==> src/gpiod_pkg.sv <==
// package: register map, field positions and reset values of the port block
`default_nettype none
package gpiod_pkg;
    localparam int NPORT = 5;
    localparam int AW = 12;
    // word indexes of the registers (all printed offsets are word indexes; byte address is four times the index)
    localparam logic [7:0] IDX_PORT0_DATA = 8'hd0;
    localparam logic [7:0] IDX_PORT1_DATA = 8'hd1;
    localparam logic [7:0] IDX_PORT2_DATA = 8'hd2;
    localparam logic [7:0] IDX_PORT4_DATA = 8'hd4;
    localparam logic [7:0] IDX_PORT5_DATA = 8'hd5;
    localparam logic [7:0] IDX_PORT0_PULLUP = 8'he0;
    localparam logic [7:0] IDX_PORT1_PULLUP = 8'he1;
    localparam logic [7:0] IDX_PORT2_PULLUP = 8'he2;
    localparam logic [7:0] IDX_PORT4_PULLUP = 8'he4;
    localparam logic [7:0] IDX_PORT5_PULLUP = 8'he5;
    localparam logic [7:0] IDX_OD_CTRL = 8'he9;
    localparam logic [7:0] IDX_PORT0_DIR = 8'hb8;
    localparam logic [7:0] IDX_PORT1_DIR = 8'hc1;
    localparam logic [7:0] IDX_PORT2_DIR = 8'hc2;
    localparam logic [7:0] IDX_PORT4_DIR = 8'hc4;
    localparam logic [7:0] IDX_PORT5_DIR = 8'hc5;
    // bit set / bit clear registers, one per data port (set index = data index + 8'h20, clear index = data index + 8'h28)
    localparam logic [7:0] IDX_BIT_SET = 8'hf0;
    localparam logic [7:0] IDX_BIT_CLR = 8'hf8;
    localparam logic [7:0] PORT_RESET = 8'h00;
    localparam logic [7:0] PORT0_MASK = 8'h1f;
    localparam logic [7:0] FULL_MASK = 8'hff;
    localparam int OD_BIT = 2;
    localparam int OD_PORT = 4;
    localparam logic [1:0] ADDR_LSB_ZERO = 2'h0;
endpackage : gpiod_pkg
`default_nettype wire

==> src/gpiod_if.sv <==
// interface: decoded register access passed from the bus slave to the port core
`default_nettype none
interface gpiod_if;
    logic wr;
    logic [7:0] idx;
    logic [7:0] wdata;
    logic [7:0] rdata;
    logic hit;
    modport bus (output wr, output idx, output wdata, input rdata, input hit);
    modport core (input wr, input idx, input wdata, output rdata, output hit);
endinterface : gpiod_if
`default_nettype wire

==> src/gpiod_apb.sv <==
// module: apb slave, single-cycle ready, error on unmapped address
`default_nettype none
module gpiod_apb (
    input wire logic pclk,
    input wire logic presetn,
    input wire logic psel,
    input wire logic penable,
    input wire logic pwrite,
    input wire logic [gpiod_pkg::AW-1:0] paddr,
    input wire logic [31:0] pwdata,
    output logic pready,
    output logic pslverr,
    output logic [31:0] prdata,
    gpiod_if.bus regs
);
    logic [31:0] prdata_reg, prdata_next;
    logic aligned;
    logic decoded;

    // ==========================================================
    // decode
    assign aligned = paddr[1:0] == gpiod_pkg::ADDR_LSB_ZERO;
    assign regs.idx = paddr[9:2];
    assign regs.wdata = pwdata[7:0];
    // write takes effect only at the access edge with ready high
    assign decoded = aligned && regs.hit && (paddr[gpiod_pkg::AW-1:10] == '0);
    assign regs.wr = psel && penable && pwrite && decoded;
    assign pready = 1'b1; // always answers in the access cycle
    assign pslverr = psel && penable && !decoded;
    assign prdata = prdata_reg;

    // read data captured in setup so it is registered during access
    always_comb begin
        prdata_next = prdata_reg;
        if (psel && !penable) begin
            // refused reads return zero, not a stray register
            prdata_next = decoded ? {24'h000000, regs.rdata} : 32'h00000000;
        end
    end

    always_ff @(posedge pclk or negedge presetn) begin
        if (!presetn) begin
            prdata_reg <= 32'h00000000;
        end else begin
            prdata_reg <= prdata_next;
        end
    end
endmodule : gpiod_apb
`default_nettype wire

==> src/gpiod_top.sv <==
// file: port data, direction, pull-up and open-drain logic with apb access
// Notes on behaviour
// RL1 - write-only pull-up enable per pin, 1 connects pull-up, clears at reset
// RL2 - data register read returns pin levels of input pins
// RL3 - byte write loads output latch, output pins drive it, latches reset 0
// RL4 - bit set and clear change only the addressed latch bit
// RL5 - open-drain only on port five bit two, control bit two
// RL6 - software makes that pin an output when enabling open-drain
// RL7 - open-drain pulls low on latch 0, releases on latch 1
// RL8 - open-drain control is write-only, resets 0, byte writes only
// RL9 - disabling open-drain restores the previous direction
// RL10 - software should set the latch high before enabling open-drain
// RL11 - direction bit per pin, read/write, resets 0, 1 means output
// RL12 - unused upper bits of port zero ignore writes and read zero
`default_nettype none
module gpiod_top (
    input wire logic pclk,
    input wire logic presetn,
    input wire logic psel,
    input wire logic penable,
    input wire logic pwrite,
    input wire logic [gpiod_pkg::AW-1:0] paddr,
    input wire logic [31:0] pwdata,
    output logic pready,
    output logic pslverr,
    output logic [31:0] prdata,
    input wire logic [39:0] pin_in,
    output logic [39:0] pin_out,
    output logic [39:0] pin_oe,
    output logic [39:0] pullup_en
);
    gpiod_if regs_if ();

    logic [7:0] data_reg [gpiod_pkg::NPORT];
    logic [7:0] data_next [gpiod_pkg::NPORT];
    logic [7:0] dir_reg [gpiod_pkg::NPORT];
    logic [7:0] dir_next [gpiod_pkg::NPORT];
    logic [7:0] pull_reg [gpiod_pkg::NPORT];
    logic [7:0] pull_next [gpiod_pkg::NPORT];
    logic od_reg, od_next;
    logic [39:0] oe_reg, oe_next;
    logic [39:0] out_reg, out_next;
    logic [39:0] pu_reg, pu_next;

    // ==========================================================
    // helpers
    // mask of implemented pins for a port index
    function automatic logic [7:0] port_mask(input int p);
        port_mask = (p == 0) ? gpiod_pkg::PORT0_MASK : gpiod_pkg::FULL_MASK; // see RL12
    endfunction : port_mask

    // map a register index onto a port number, -1 when none
    function automatic int port_of(input logic [7:0] i, input logic [7:0] base);
        port_of = -1;
        case (i - base)
            8'h00: port_of = 0;
            8'h01: port_of = 1;
            8'h02: port_of = 2;
            8'h04: port_of = 3;
            8'h05: port_of = 4;
            default: port_of = -1;
        endcase
    endfunction : port_of

    function automatic int dir_port(input logic [7:0] i);
        dir_port = -1;
        case (i)
            gpiod_pkg::IDX_PORT0_DIR: dir_port = 0;
            gpiod_pkg::IDX_PORT1_DIR: dir_port = 1;
            gpiod_pkg::IDX_PORT2_DIR: dir_port = 2;
            gpiod_pkg::IDX_PORT4_DIR: dir_port = 3;
            gpiod_pkg::IDX_PORT5_DIR: dir_port = 4;
            default: dir_port = -1;
        endcase
    endfunction : dir_port

    // ==========================================================
    // bus slave
    gpiod_apb u_apb (
        .pclk(pclk),
        .presetn(presetn),
        .psel(psel),
        .penable(penable),
        .pwrite(pwrite),
        .paddr(paddr),
        .pwdata(pwdata),
        .pready(pready),
        .pslverr(pslverr),
        .prdata(prdata),
        .regs(regs_if.bus)
    );

    // ==========================================================
    // address hit and read mux
    always_comb begin
        int dp;
        int pp;
        int up;
        int sp;
        int cp;
        dp = port_of(regs_if.idx, gpiod_pkg::IDX_PORT0_DATA);
        pp = dir_port(regs_if.idx);
        up = port_of(regs_if.idx, gpiod_pkg::IDX_PORT0_PULLUP);
        sp = port_of(regs_if.idx, gpiod_pkg::IDX_BIT_SET);
        cp = port_of(regs_if.idx, gpiod_pkg::IDX_BIT_CLR);
        regs_if.hit = (dp >= 0) || (pp >= 0) || (up >= 0) || (sp >= 0) || (cp >= 0)
            || (regs_if.idx == gpiod_pkg::IDX_OD_CTRL);
        regs_if.rdata = 8'h00; // write-only registers read zero, see RL1 see RL8
        if (dp >= 0) begin
            // input pins show the pin, output pins the latch
            for (int b = 0; b < 8; b++) begin
                regs_if.rdata[b] = dir_reg[dp][b] ? data_reg[dp][b]
                    : pin_in[dp*8+b]; // see RL2
            end
            regs_if.rdata = regs_if.rdata & port_mask(dp); // see RL12
        end else if (pp >= 0) begin
            regs_if.rdata = dir_reg[pp]; // see RL11
        end
    end

    // ==========================================================
    // register writes
    always_comb begin
        int dp;
        int pp;
        int up;
        int sp;
        int cp;
        dp = port_of(regs_if.idx, gpiod_pkg::IDX_PORT0_DATA);
        pp = dir_port(regs_if.idx);
        up = port_of(regs_if.idx, gpiod_pkg::IDX_PORT0_PULLUP);
        sp = port_of(regs_if.idx, gpiod_pkg::IDX_BIT_SET);
        cp = port_of(regs_if.idx, gpiod_pkg::IDX_BIT_CLR);
        data_next = data_reg;
        dir_next = dir_reg;
        pull_next = pull_reg;
        od_next = od_reg;
        if (regs_if.wr) begin
            if (dp >= 0) begin
                data_next[dp] = regs_if.wdata & port_mask(dp); // see RL3 see RL12
            end
            if (sp >= 0) begin
                // wdata is a one-hot bit mask; other bits stay put
                data_next[sp] = (data_reg[sp] | regs_if.wdata) & port_mask(sp); // see RL4
            end
            if (cp >= 0) begin
                data_next[cp] = data_reg[cp] & ~regs_if.wdata; // see RL4
            end
            if (pp >= 0) begin
                dir_next[pp] = regs_if.wdata & port_mask(pp); // see RL11
            end
            if (up >= 0) begin
                pull_next[up] = regs_if.wdata & port_mask(up); // see RL1
            end
            if (regs_if.idx == gpiod_pkg::IDX_OD_CTRL) begin
                od_next = regs_if.wdata[gpiod_pkg::OD_BIT]; // see RL5 see RL8
            end
        end
    end

    // ==========================================================
    // pad drive: direction bits are never touched by open-drain, so clearing
    // the control bit falls back to whatever mode the pin held
    always_comb begin
        for (int p = 0; p < gpiod_pkg::NPORT; p++) begin
            for (int b = 0; b < 8; b++) begin
                oe_next[p*8+b] = dir_reg[p][b]; // see RL3
                out_next[p*8+b] = data_reg[p][b];
                pu_next[p*8+b] = pull_reg[p][b]; // see RL1
            end
        end
        if (od_reg) begin
            // relies on software keeping the pin an output, see RL6 see RL10
            oe_next[gpiod_pkg::OD_PORT*8+gpiod_pkg::OD_BIT] =
                dir_reg[gpiod_pkg::OD_PORT][gpiod_pkg::OD_BIT]
                && !data_reg[gpiod_pkg::OD_PORT][gpiod_pkg::OD_BIT]; // see RL7 see RL9
            out_next[gpiod_pkg::OD_PORT*8+gpiod_pkg::OD_BIT] = 1'b0; // see RL7
        end
    end

    assign pin_oe = oe_reg;
    assign pin_out = out_reg;
    assign pullup_en = pu_reg;

    // state registers
    always_ff @(posedge pclk or negedge presetn) begin
        if (!presetn) begin
            for (int p = 0; p < gpiod_pkg::NPORT; p++) begin
                data_reg[p] <= gpiod_pkg::PORT_RESET;
                dir_reg[p] <= gpiod_pkg::PORT_RESET;
                pull_reg[p] <= gpiod_pkg::PORT_RESET;
            end
            od_reg <= 1'b0;
            oe_reg <= '0;
            out_reg <= '0;
            pu_reg <= '0;
        end else begin
            data_reg <= data_next;
            dir_reg <= dir_next;
            pull_reg <= pull_next;
            od_reg <= od_next;
            oe_reg <= oe_next;
            out_reg <= out_next;
            pu_reg <= pu_next;
        end
    end
endmodule : gpiod_top
`default_nettype wire

==> config.mk <==
export PLATFORM = sky130hd
export DESIGN_NAME = gpiod_top
export DESIGN_NICKNAME = d
export VERILOG_FILES = /design/src/gpiod_pkg.sv /design/src/gpiod_if.sv /design/src/gpiod_apb.sv /design/src/gpiod_top.sv
export SDC_FILE = /design/constraint.sdc
export NUM_CORES = 1
export LEC_CHECK = 0
export BUFFER_PORTS_ARGS = -buffer_cell sky130_fd_sc_hd__buf_2
export CELL_PAD_IN_SITES_DETAIL_PLACEMENT = 1
export CELL_PAD_IN_SITES_GLOBAL_PLACEMENT = 1
export CORE_AREA = 2 2 201 203
export CTS_BUF_LIST = sky130_fd_sc_hd__clkbuf_4 sky130_fd_sc_hd__clkbuf_8
export DETAILED_ROUTE_END_ITERATION = 10
export DIE_AREA = 0 0 203 205
export GPL_ROUTABILITY_DRIVEN = 0
export PLACE_DENSITY_LB_ADDON = 0.1
export SYNTH_ARGS = -nofsm -noshare
export SYNTH_HDL_FRONTEND = slang
export SYNTH_HIERARCHICAL = 1
export SYNTH_SLANG_ARGS = --single-unit
==> constraint.sdc <==
create_clock -name pclk -period 2.99 [get_ports pclk]
set_clock_uncertainty 0.1 [all_clocks]
set_input_delay 0.1495 -clock pclk [delete_from_list [all_inputs] [get_ports pclk]]
set_output_delay 0.1495 -clock pclk [all_outputs]
set_load 0.02 [all_outputs]
== Yosys cells after proc, flatten, opt, wreduce, memory -nomap -nowiden ==
Index checks and enable logic that the tools add are counted.
Cells by class
  add/sub/neg operators: 11
  multiply operators: 0
  div/mod/pow operators: 0
  order comparisons: 23
  eq/ne operators: 22
  shifts and indexed selects: 0
  muxes and demuxes: 81
  bitwise operators: 13
  reduce and logical (&&, ||, !) cells: 34
Operators by type and width (count)
  32-bit case mux with 5 select lines: 5
  32-bit by 8-bit < comparator with 1-bit output, second input constant: 8
  40-bit bitwise mux: 5
  40-bit 2-to-1 mux: 5
  8-bit 2-to-1 mux: 22
  32-bit by 1-bit greater-or-equal comparator with 1-bit output, second input constant: 5
  32-bit by 4-bit greater-or-equal comparator with 1-bit output, second input constant: 5
  32-bit by 1-bit < comparator with 1-bit output, second input constant: 5
  32-bit inverter: 5
  32-bit by 4-bit adder with 32-bit output, second input constant: 4
  32-bit zero test: 4
  8-bit binary-select mux with 3-bit select: 5
  8-bit demux with 3-bit select: 5
  32-bit by 3-bit adder with 32-bit output, second input constant: 2
  8-bit by 3-bit equality test with 1-bit output, second input constant: 8
  8-bit AND: 6
  8-bit equality test, second input constant: 6
  1-bit binary-select mux with 6-bit select: 7
  32-bit by 2-bit adder with 32-bit output, second input constant: 1
  8-bit by 1-bit equality test with 1-bit output, second input constant: 4
  8-bit by 2-bit equality test with 1-bit output, second input constant: 4
  8-bit zero test: 4
  8-bit subtractor, second input constant: 4
  1-bit 2-to-1 mux: 26
  8 further kinds: 29
Storage, ports and cells
  bits in registers: 273
  bits in latches: 0
  bits in writable memories: 0
  ROM bits: 0
  bits of input ports: 89
  output and inout port bits: 154
  logic and storage cells: 204
  memories: 0

== Longest topological paths before layout ==
  depth after elaboration: 18
  gate-level depth with buffers: 21
  depth with buffers taken out: 15

== By module ==
Netlist, hierarchy kept.
Modules (own cells, without submodules)
  gpiod_top: instances 1, cells an instance 1084, area each 11335.9 µm², seq. area each 6030.8 µm²
  gpiod_apb: instances 1, cells an instance 86, area each 780.7 µm², seq. area each 200.2 µm²

== Least setup slack after synthesis ==
OpenSTA, ideal clock, no wires.
  path kind: input -> register
  from: input port paddr[7] (netlist bit)
  to: register data_reg[25] (netlist bit)
  library setup time: 92 ps
  arrival: 4137 ps
  required time: 2798 ps
  slack: -1339 ps
  stages: 20
  path buffers: 8
  path through: buf_4 clkbuf_1 inv_1 ha_1 or3_1 a21oi_1 clkbuf_1 buf_2 nor3_1 nor2_1 nor3_1 nand4_1 buf_2 or4b_1 nor3_1 clkbuf_1 clkbuf_1 clkbuf_1 o2111ai_1 o221ai_1
Between the ends
  elaborated cells between the ends (all ways): 83
  classes of those cells: add/sub (4); order compare (11); eq/ne (22); mux (25); bitwise (6); reduce/logical (15)
RTL lines
  from (decl): RTL line gpiod_top.sv:22  | input wire logic [gpiod_pkg::AW-1:0] paddr,
  8-bit subtractor: RTL line gpiod_top.sv:55  | case (i - base)
  8-bit by 3-bit equality test with 1-bit output (tied with other cells): RTL line gpiod_top.sv:55
  32-bit case mux with 5 select lines: RTL line gpiod_top.sv:55
  32-bit by 1-bit greater-or-equal comparator with 1-bit output: RTL line gpiod_top.sv:106  | regs_if.hit = (dp >= 0) || (pp >= 0) || (up >= 0) || (sp >= 0) || (cp >= 0)
  1-bit logical OR (4 in series): RTL line gpiod_top.sv:106
  1-bit logical OR (*): RTL line gpiod_top.sv:107  | || (regs_if.idx == gpiod_pkg::IDX_OD_CTRL);
  net regs_if.hit: RTL line gpiod_if.sv:8  | logic hit;
  1-bit logical AND (*) (2 in series): RTL line gpiod_apb.sv:26  | assign decoded = aligned && regs.hit && (paddr[gpiod_pkg::AW-1:10] == '0);
  1-bit logical AND (*): RTL line gpiod_apb.sv:27  | assign regs.wr = psel && penable && pwrite && decoded;
  net regs_if.wr: RTL line gpiod_if.sv:4  | logic wr;
  to (signal, indexed assignment): RTL line gpiod_top.sv:189  | data_reg[p] <= gpiod_pkg::PORT_RESET;
  to (signal assigned): RTL line gpiod_top.sv:198  | data_reg <= data_next;
  to (decl): RTL line gpiod_top.sv:34  | logic [7:0] data_reg [gpiod_pkg::NPORT];
The timed path passes the listed nets; every way through them passes the cells marked *. The select of a mux whose other input is x is not followed.
A chain may end at the register's enable or synchronous reset.

== Final worst setup path ==
  from: input port paddr[5] (netlist bit)
  to: register pull_reg (netlist bit pu_next[28])
Between the ends
  cells in the longest elaborated chain, start to end: 13
  elaborated cells between the ends (all ways): 56
  classes of those cells: add/sub (4); order compare (7); eq/ne (22); mux (8); bitwise (1); reduce/logical (14)
RTL lines
  8-bit subtractor: RTL line gpiod_top.sv:55
  8-bit by 3-bit equality test with 1-bit output (tied with other cells): RTL line gpiod_top.sv:55
  32-bit case mux with 5 select lines: RTL line gpiod_top.sv:55
  32-bit by 1-bit greater-or-equal comparator with 1-bit output: RTL line gpiod_top.sv:106
  1-bit logical OR (4 in series): RTL line gpiod_top.sv:106
  1-bit logical OR (*): RTL line gpiod_top.sv:107
  net regs_if.hit: RTL line gpiod_if.sv:8
  1-bit logical AND (*) (2 in series): RTL line gpiod_apb.sv:26
  1-bit logical AND (*): RTL line gpiod_apb.sv:27
  net regs_if.wr: RTL line gpiod_if.sv:4
  2-bit AND reduction (no source line) (*)
  to (signal, indexed assignment): RTL line gpiod_top.sv:191  | pull_reg[p] <= gpiod_pkg::PORT_RESET;
  to (signal assigned): RTL line gpiod_top.sv:200  | pull_reg <= pull_next;
  to (decl): RTL line gpiod_top.sv:38  | logic [7:0] pull_reg [gpiod_pkg::NPORT];
The timed path passes the listed nets; every way through them passes the cells marked *.

==> metrics.md <==
| Metric | Value |
|---|---|
| Total Wirelength | 50.76 mm |
| # clock sinks | 249 |
| Final cycle utilization of the critical path | 0.9418 |
| Reg2Reg Setup Slack | 480 ps |
| Share of cells above drive strength 1 | 0.3718 |
| Drt pass-1 iters | 5 |
| CTS H-Tree Depth | 2 |
| Status | complete, no violations |
| CP max stage cell | or4b_4 |
| Longest Clk Path Bufs | 3 |
| Die height | 205 um |
| Largest delay share family, worst path | simple AND/OR/NAND/NOR gates |
| Initial DRC Count | 724 |
| Row count | 73 |
| GR peak layer | met2 |
| Core Area | 0.03937 mm2 |
| Chip width | 203 um |
| First-pass GRT wire length | 74.47 mm |
| Setup-failing EPs final | 0 |
| Ys async rst share | 1.000 |
| Starting density of the core | 0.3078 |
| Die area | 0.04162 mm2 |
| Clk slew on worst S/H paths | 60 ps |
| Slew Viols, Final | 0 |
| Max_slew headroom | 0.3002 |
| Clock root cell | clkbuf_8 |
| EDFF count, synth | 0 |
| Worst Tran Pin Value | 1050 ps |
| Seq/Total Area, Yosys | 0.5143 |
| Worst IR Drop VDD | 0.2359 mV |
| Critical path startpoint category | input port |
| Synth Instances | 1170 |
| Remaining global-route overflow | 0 |
| Crit-path most repeated cell | nand4_1 |
| Max-Cap Viols | 0 |
| Synth cell types | 85 |
| Worst hold start | pwdata[4] |
| Initial antenna violation count | 1 |
| Commonest non-fill, non-tap cell in the layout | dfrtp_1 |
| # Post-CTS Setup Buffers | 0 |
| I/O pin count | 243 |
| Post-DRT Antenna Nets | 0 |
| Hold Path End | data_reg[12] |
| Leakage power | 0.007685 uW |
| Most frequent cells in the layout | 249 x dfrtp_1, 192 x buf_2, 163 x buf_4, 99 x nand2_1, 73 x a21oi_1 |
| Hold Crit Class | input port to register |
| RSZ-0062 raised after global routing | no |
| # diodes | 0 |
| Syn Area/Cell | 10.36 um2 |
| Final #Nets | 1582 |
| Fin util | 0.4068 |
| Hold path depth | 3 |
| Arr. time, crit path | 3200 ps |
| Drt drc | 0 |
| Critical path buffer and inverter count | 4 |
| Area grow syn2layout | 32.17% |
| Clk Latency, worst-skew pair | 610 ps |
| Post-DP HPWL | 38.08 mm |
| Crit. End Element | register |
| Routed len/inst | 24.76 um |
| Total CTS buffers | 45 |
| Flops & latches, synth | 249 |
| Fmax | 355.1 MHz |
| Crit Path Class | input port to register |
| Crit path max fanout | 12 |
| Met2 Usage GRT | 0.3946 |
| Power per standard cell area | 491.7 mW/mm2 |
| Gr usage total | 0.2439 |
| Port bufs | 193 |
| Number of hold violations in the final report | 0 |
| Fillers | 4417 |
| CTS tree | built |
| Met1 Use GR | 0.3295 |
| Vias in the first global route | 11200 |
| Fin Setup TNS | 0 ps |
| Power Total | 7874 uW |
| Global Route met3 Usage | 0.05027 |
| Mapped cell area | 0.01212 mm2 |
| R2R depth | 9 |
| Total number of vias | 10800 |
| Min Tclk post-route | 2816 ps |
| Worst flop-to-flop path endpoint | u_apb/prdata[4] |
| CP max stage delay | 530 ps |
| Synth Flop Type | dfrtp_1 |
| Required @ worst endpoint | 3370 ps |
| Min Hold Slack | 57.32 ps |
| Worst path cell trace | buf_2 -> ha_1 -> nor4_4 -> a41o_1 -> nand4_1 -> nand4_1 -> or4b_4 -> nor3_4 -> buf_12 -> inv_2 -> nor3b_2 -> nand2_1 -> buf_4 -> mux2_2 |
| Syn. warnings | 6 |
| Pin count of the biggest net entering global routing | 95 |
| Reg2Reg Launch Point | dir_reg[4] |
| Via density | 5.266 |
[worst max-delay path by stage]
stage	startpoint	to	slack [ps]	cells past startpoint
after detailed placement	paddr[7]	u_apb/prdata[4]	-520	13
final	paddr[5]	pu_next[28]	170	14
after global placement	paddr[7]	u_apb/prdata[4]	-540	13
after global routing	paddr[7]	pu_next[32]	10	16
after floorplan	paddr[7]	pu_next[27]	-540	20
after CTS	paddr[7]	u_apb/prdata[4]	120	13
[synthesized netlist by cell type, drive strengths merged (6+ instances only)]
cell type / number / area share
a211oi: 19 / 0.012
o221ai: 14 / 0.011
clkbuf: 55 / 0.017
o311ai: 8 / 0.0078
a22o: 7 / 0.0051
o31ai: 6 / 0.0037
or2: 6 / 0.0031
o21ai: 78 / 0.032
o211ai: 18 / 0.011
nand2: 104 / 0.032
o22ai: 19 / 0.0098
nor2: 53 / 0.016
nor3: 17 / 0.0070
nor2b: 8 / 0.0041
a21oi: 80 / 0.033
nand4: 11 / 0.0057
dfrtp: 249 / 0.51
mux2: 52 / 0.048
nand3: 34 / 0.014
o32ai: 8 / 0.0095
a31oi: 16 / 0.0083
nor4: 7 / 0.0046
mux2i: 32 / 0.026
inv: 32 / 0.0099
a21o: 9 / 0.0056
o22a: 6 / 0.0043
or3: 9 / 0.0051
a2bb2oi: 8 / 0.0058
buf: 71 / 0.038
a211o: 6 / 0.0043
nand2b: 12 / 0.0062
or4: 6 / 0.0037
and2: 8 / 0.0041
and3: 11 / 0.0057
[tightest hold or removal path: stages]
cell and delay [ps]:
buf_2 270, o2bb2ai_1 220, a21oi_1 70
[kinds of logic (layout without fill, tap and decap cells)]
logic type,after synthesis,count (layout),synth area share
muxes,84,84,0.07476
AOI/OAI and AO/OA,346,346,0.1972
other,2,25,0.0006198
adders and majority gates,3,3,0.003098
and+or+nand+nor,323,323,0.1411
DFF,249,249,0.5143
xor gates and xnor gates,5,5,0.003615
buffers and inverters,158,490,0.06537
[area by class of cell]
cell class / instances / area, um2 / share of cell area
clock buffers: 65 / 832.0 / 0.05196
multi-input cells: 786 / 5458 / 0.3408
repair buffers: 376 / 2480 / 0.1549
clock inverters: 17 / 234.0 / 0.01461
well taps: 525 / 656.9 / 0.04102
flip-flops and latches: 249 / 6231 / 0.3891
inverters: 32 / 122.6 / 0.007657
[metrics by stage]
step / worst slack, ps / cell area, um2 / cells
floorplan: -541.1 / 12620 / 1193
global route: 12.63 / 16010 / 2050
global placement: -538.6 / 14800 / 1956
finish: 174.0 / 16010 / 2050
detailed placement: -522.5 / 14800 / 1956
CTS: 120.8 / 15990 / 2050
[routing by layer]
layer | share of wire | vias to the layer above | routed length [um]
met5 | 0 | - | 0
met4 | 0.024 | 0 | 1234
met3 | 0.055 | 65 | 2817
met2 | 0.47 | 337 | 23860
met1 | 0.45 | 5505 | 22850
li1 | - | 4889 | -
[where the power goes]
part           total [uW]  switching, uW  internal, uW
Sequential           3420           26.4          3390
Combinational         696            457           239
Clock                3760           1520          2240
[timing repair]
item                       4_1_cts  5_1_grt
hold buffers                    12        0
gates resized for setup          0        4
hold endpoints to repair       127        0
setup endpoints to repair        0       55
Power figures use the tool's default switching activity.
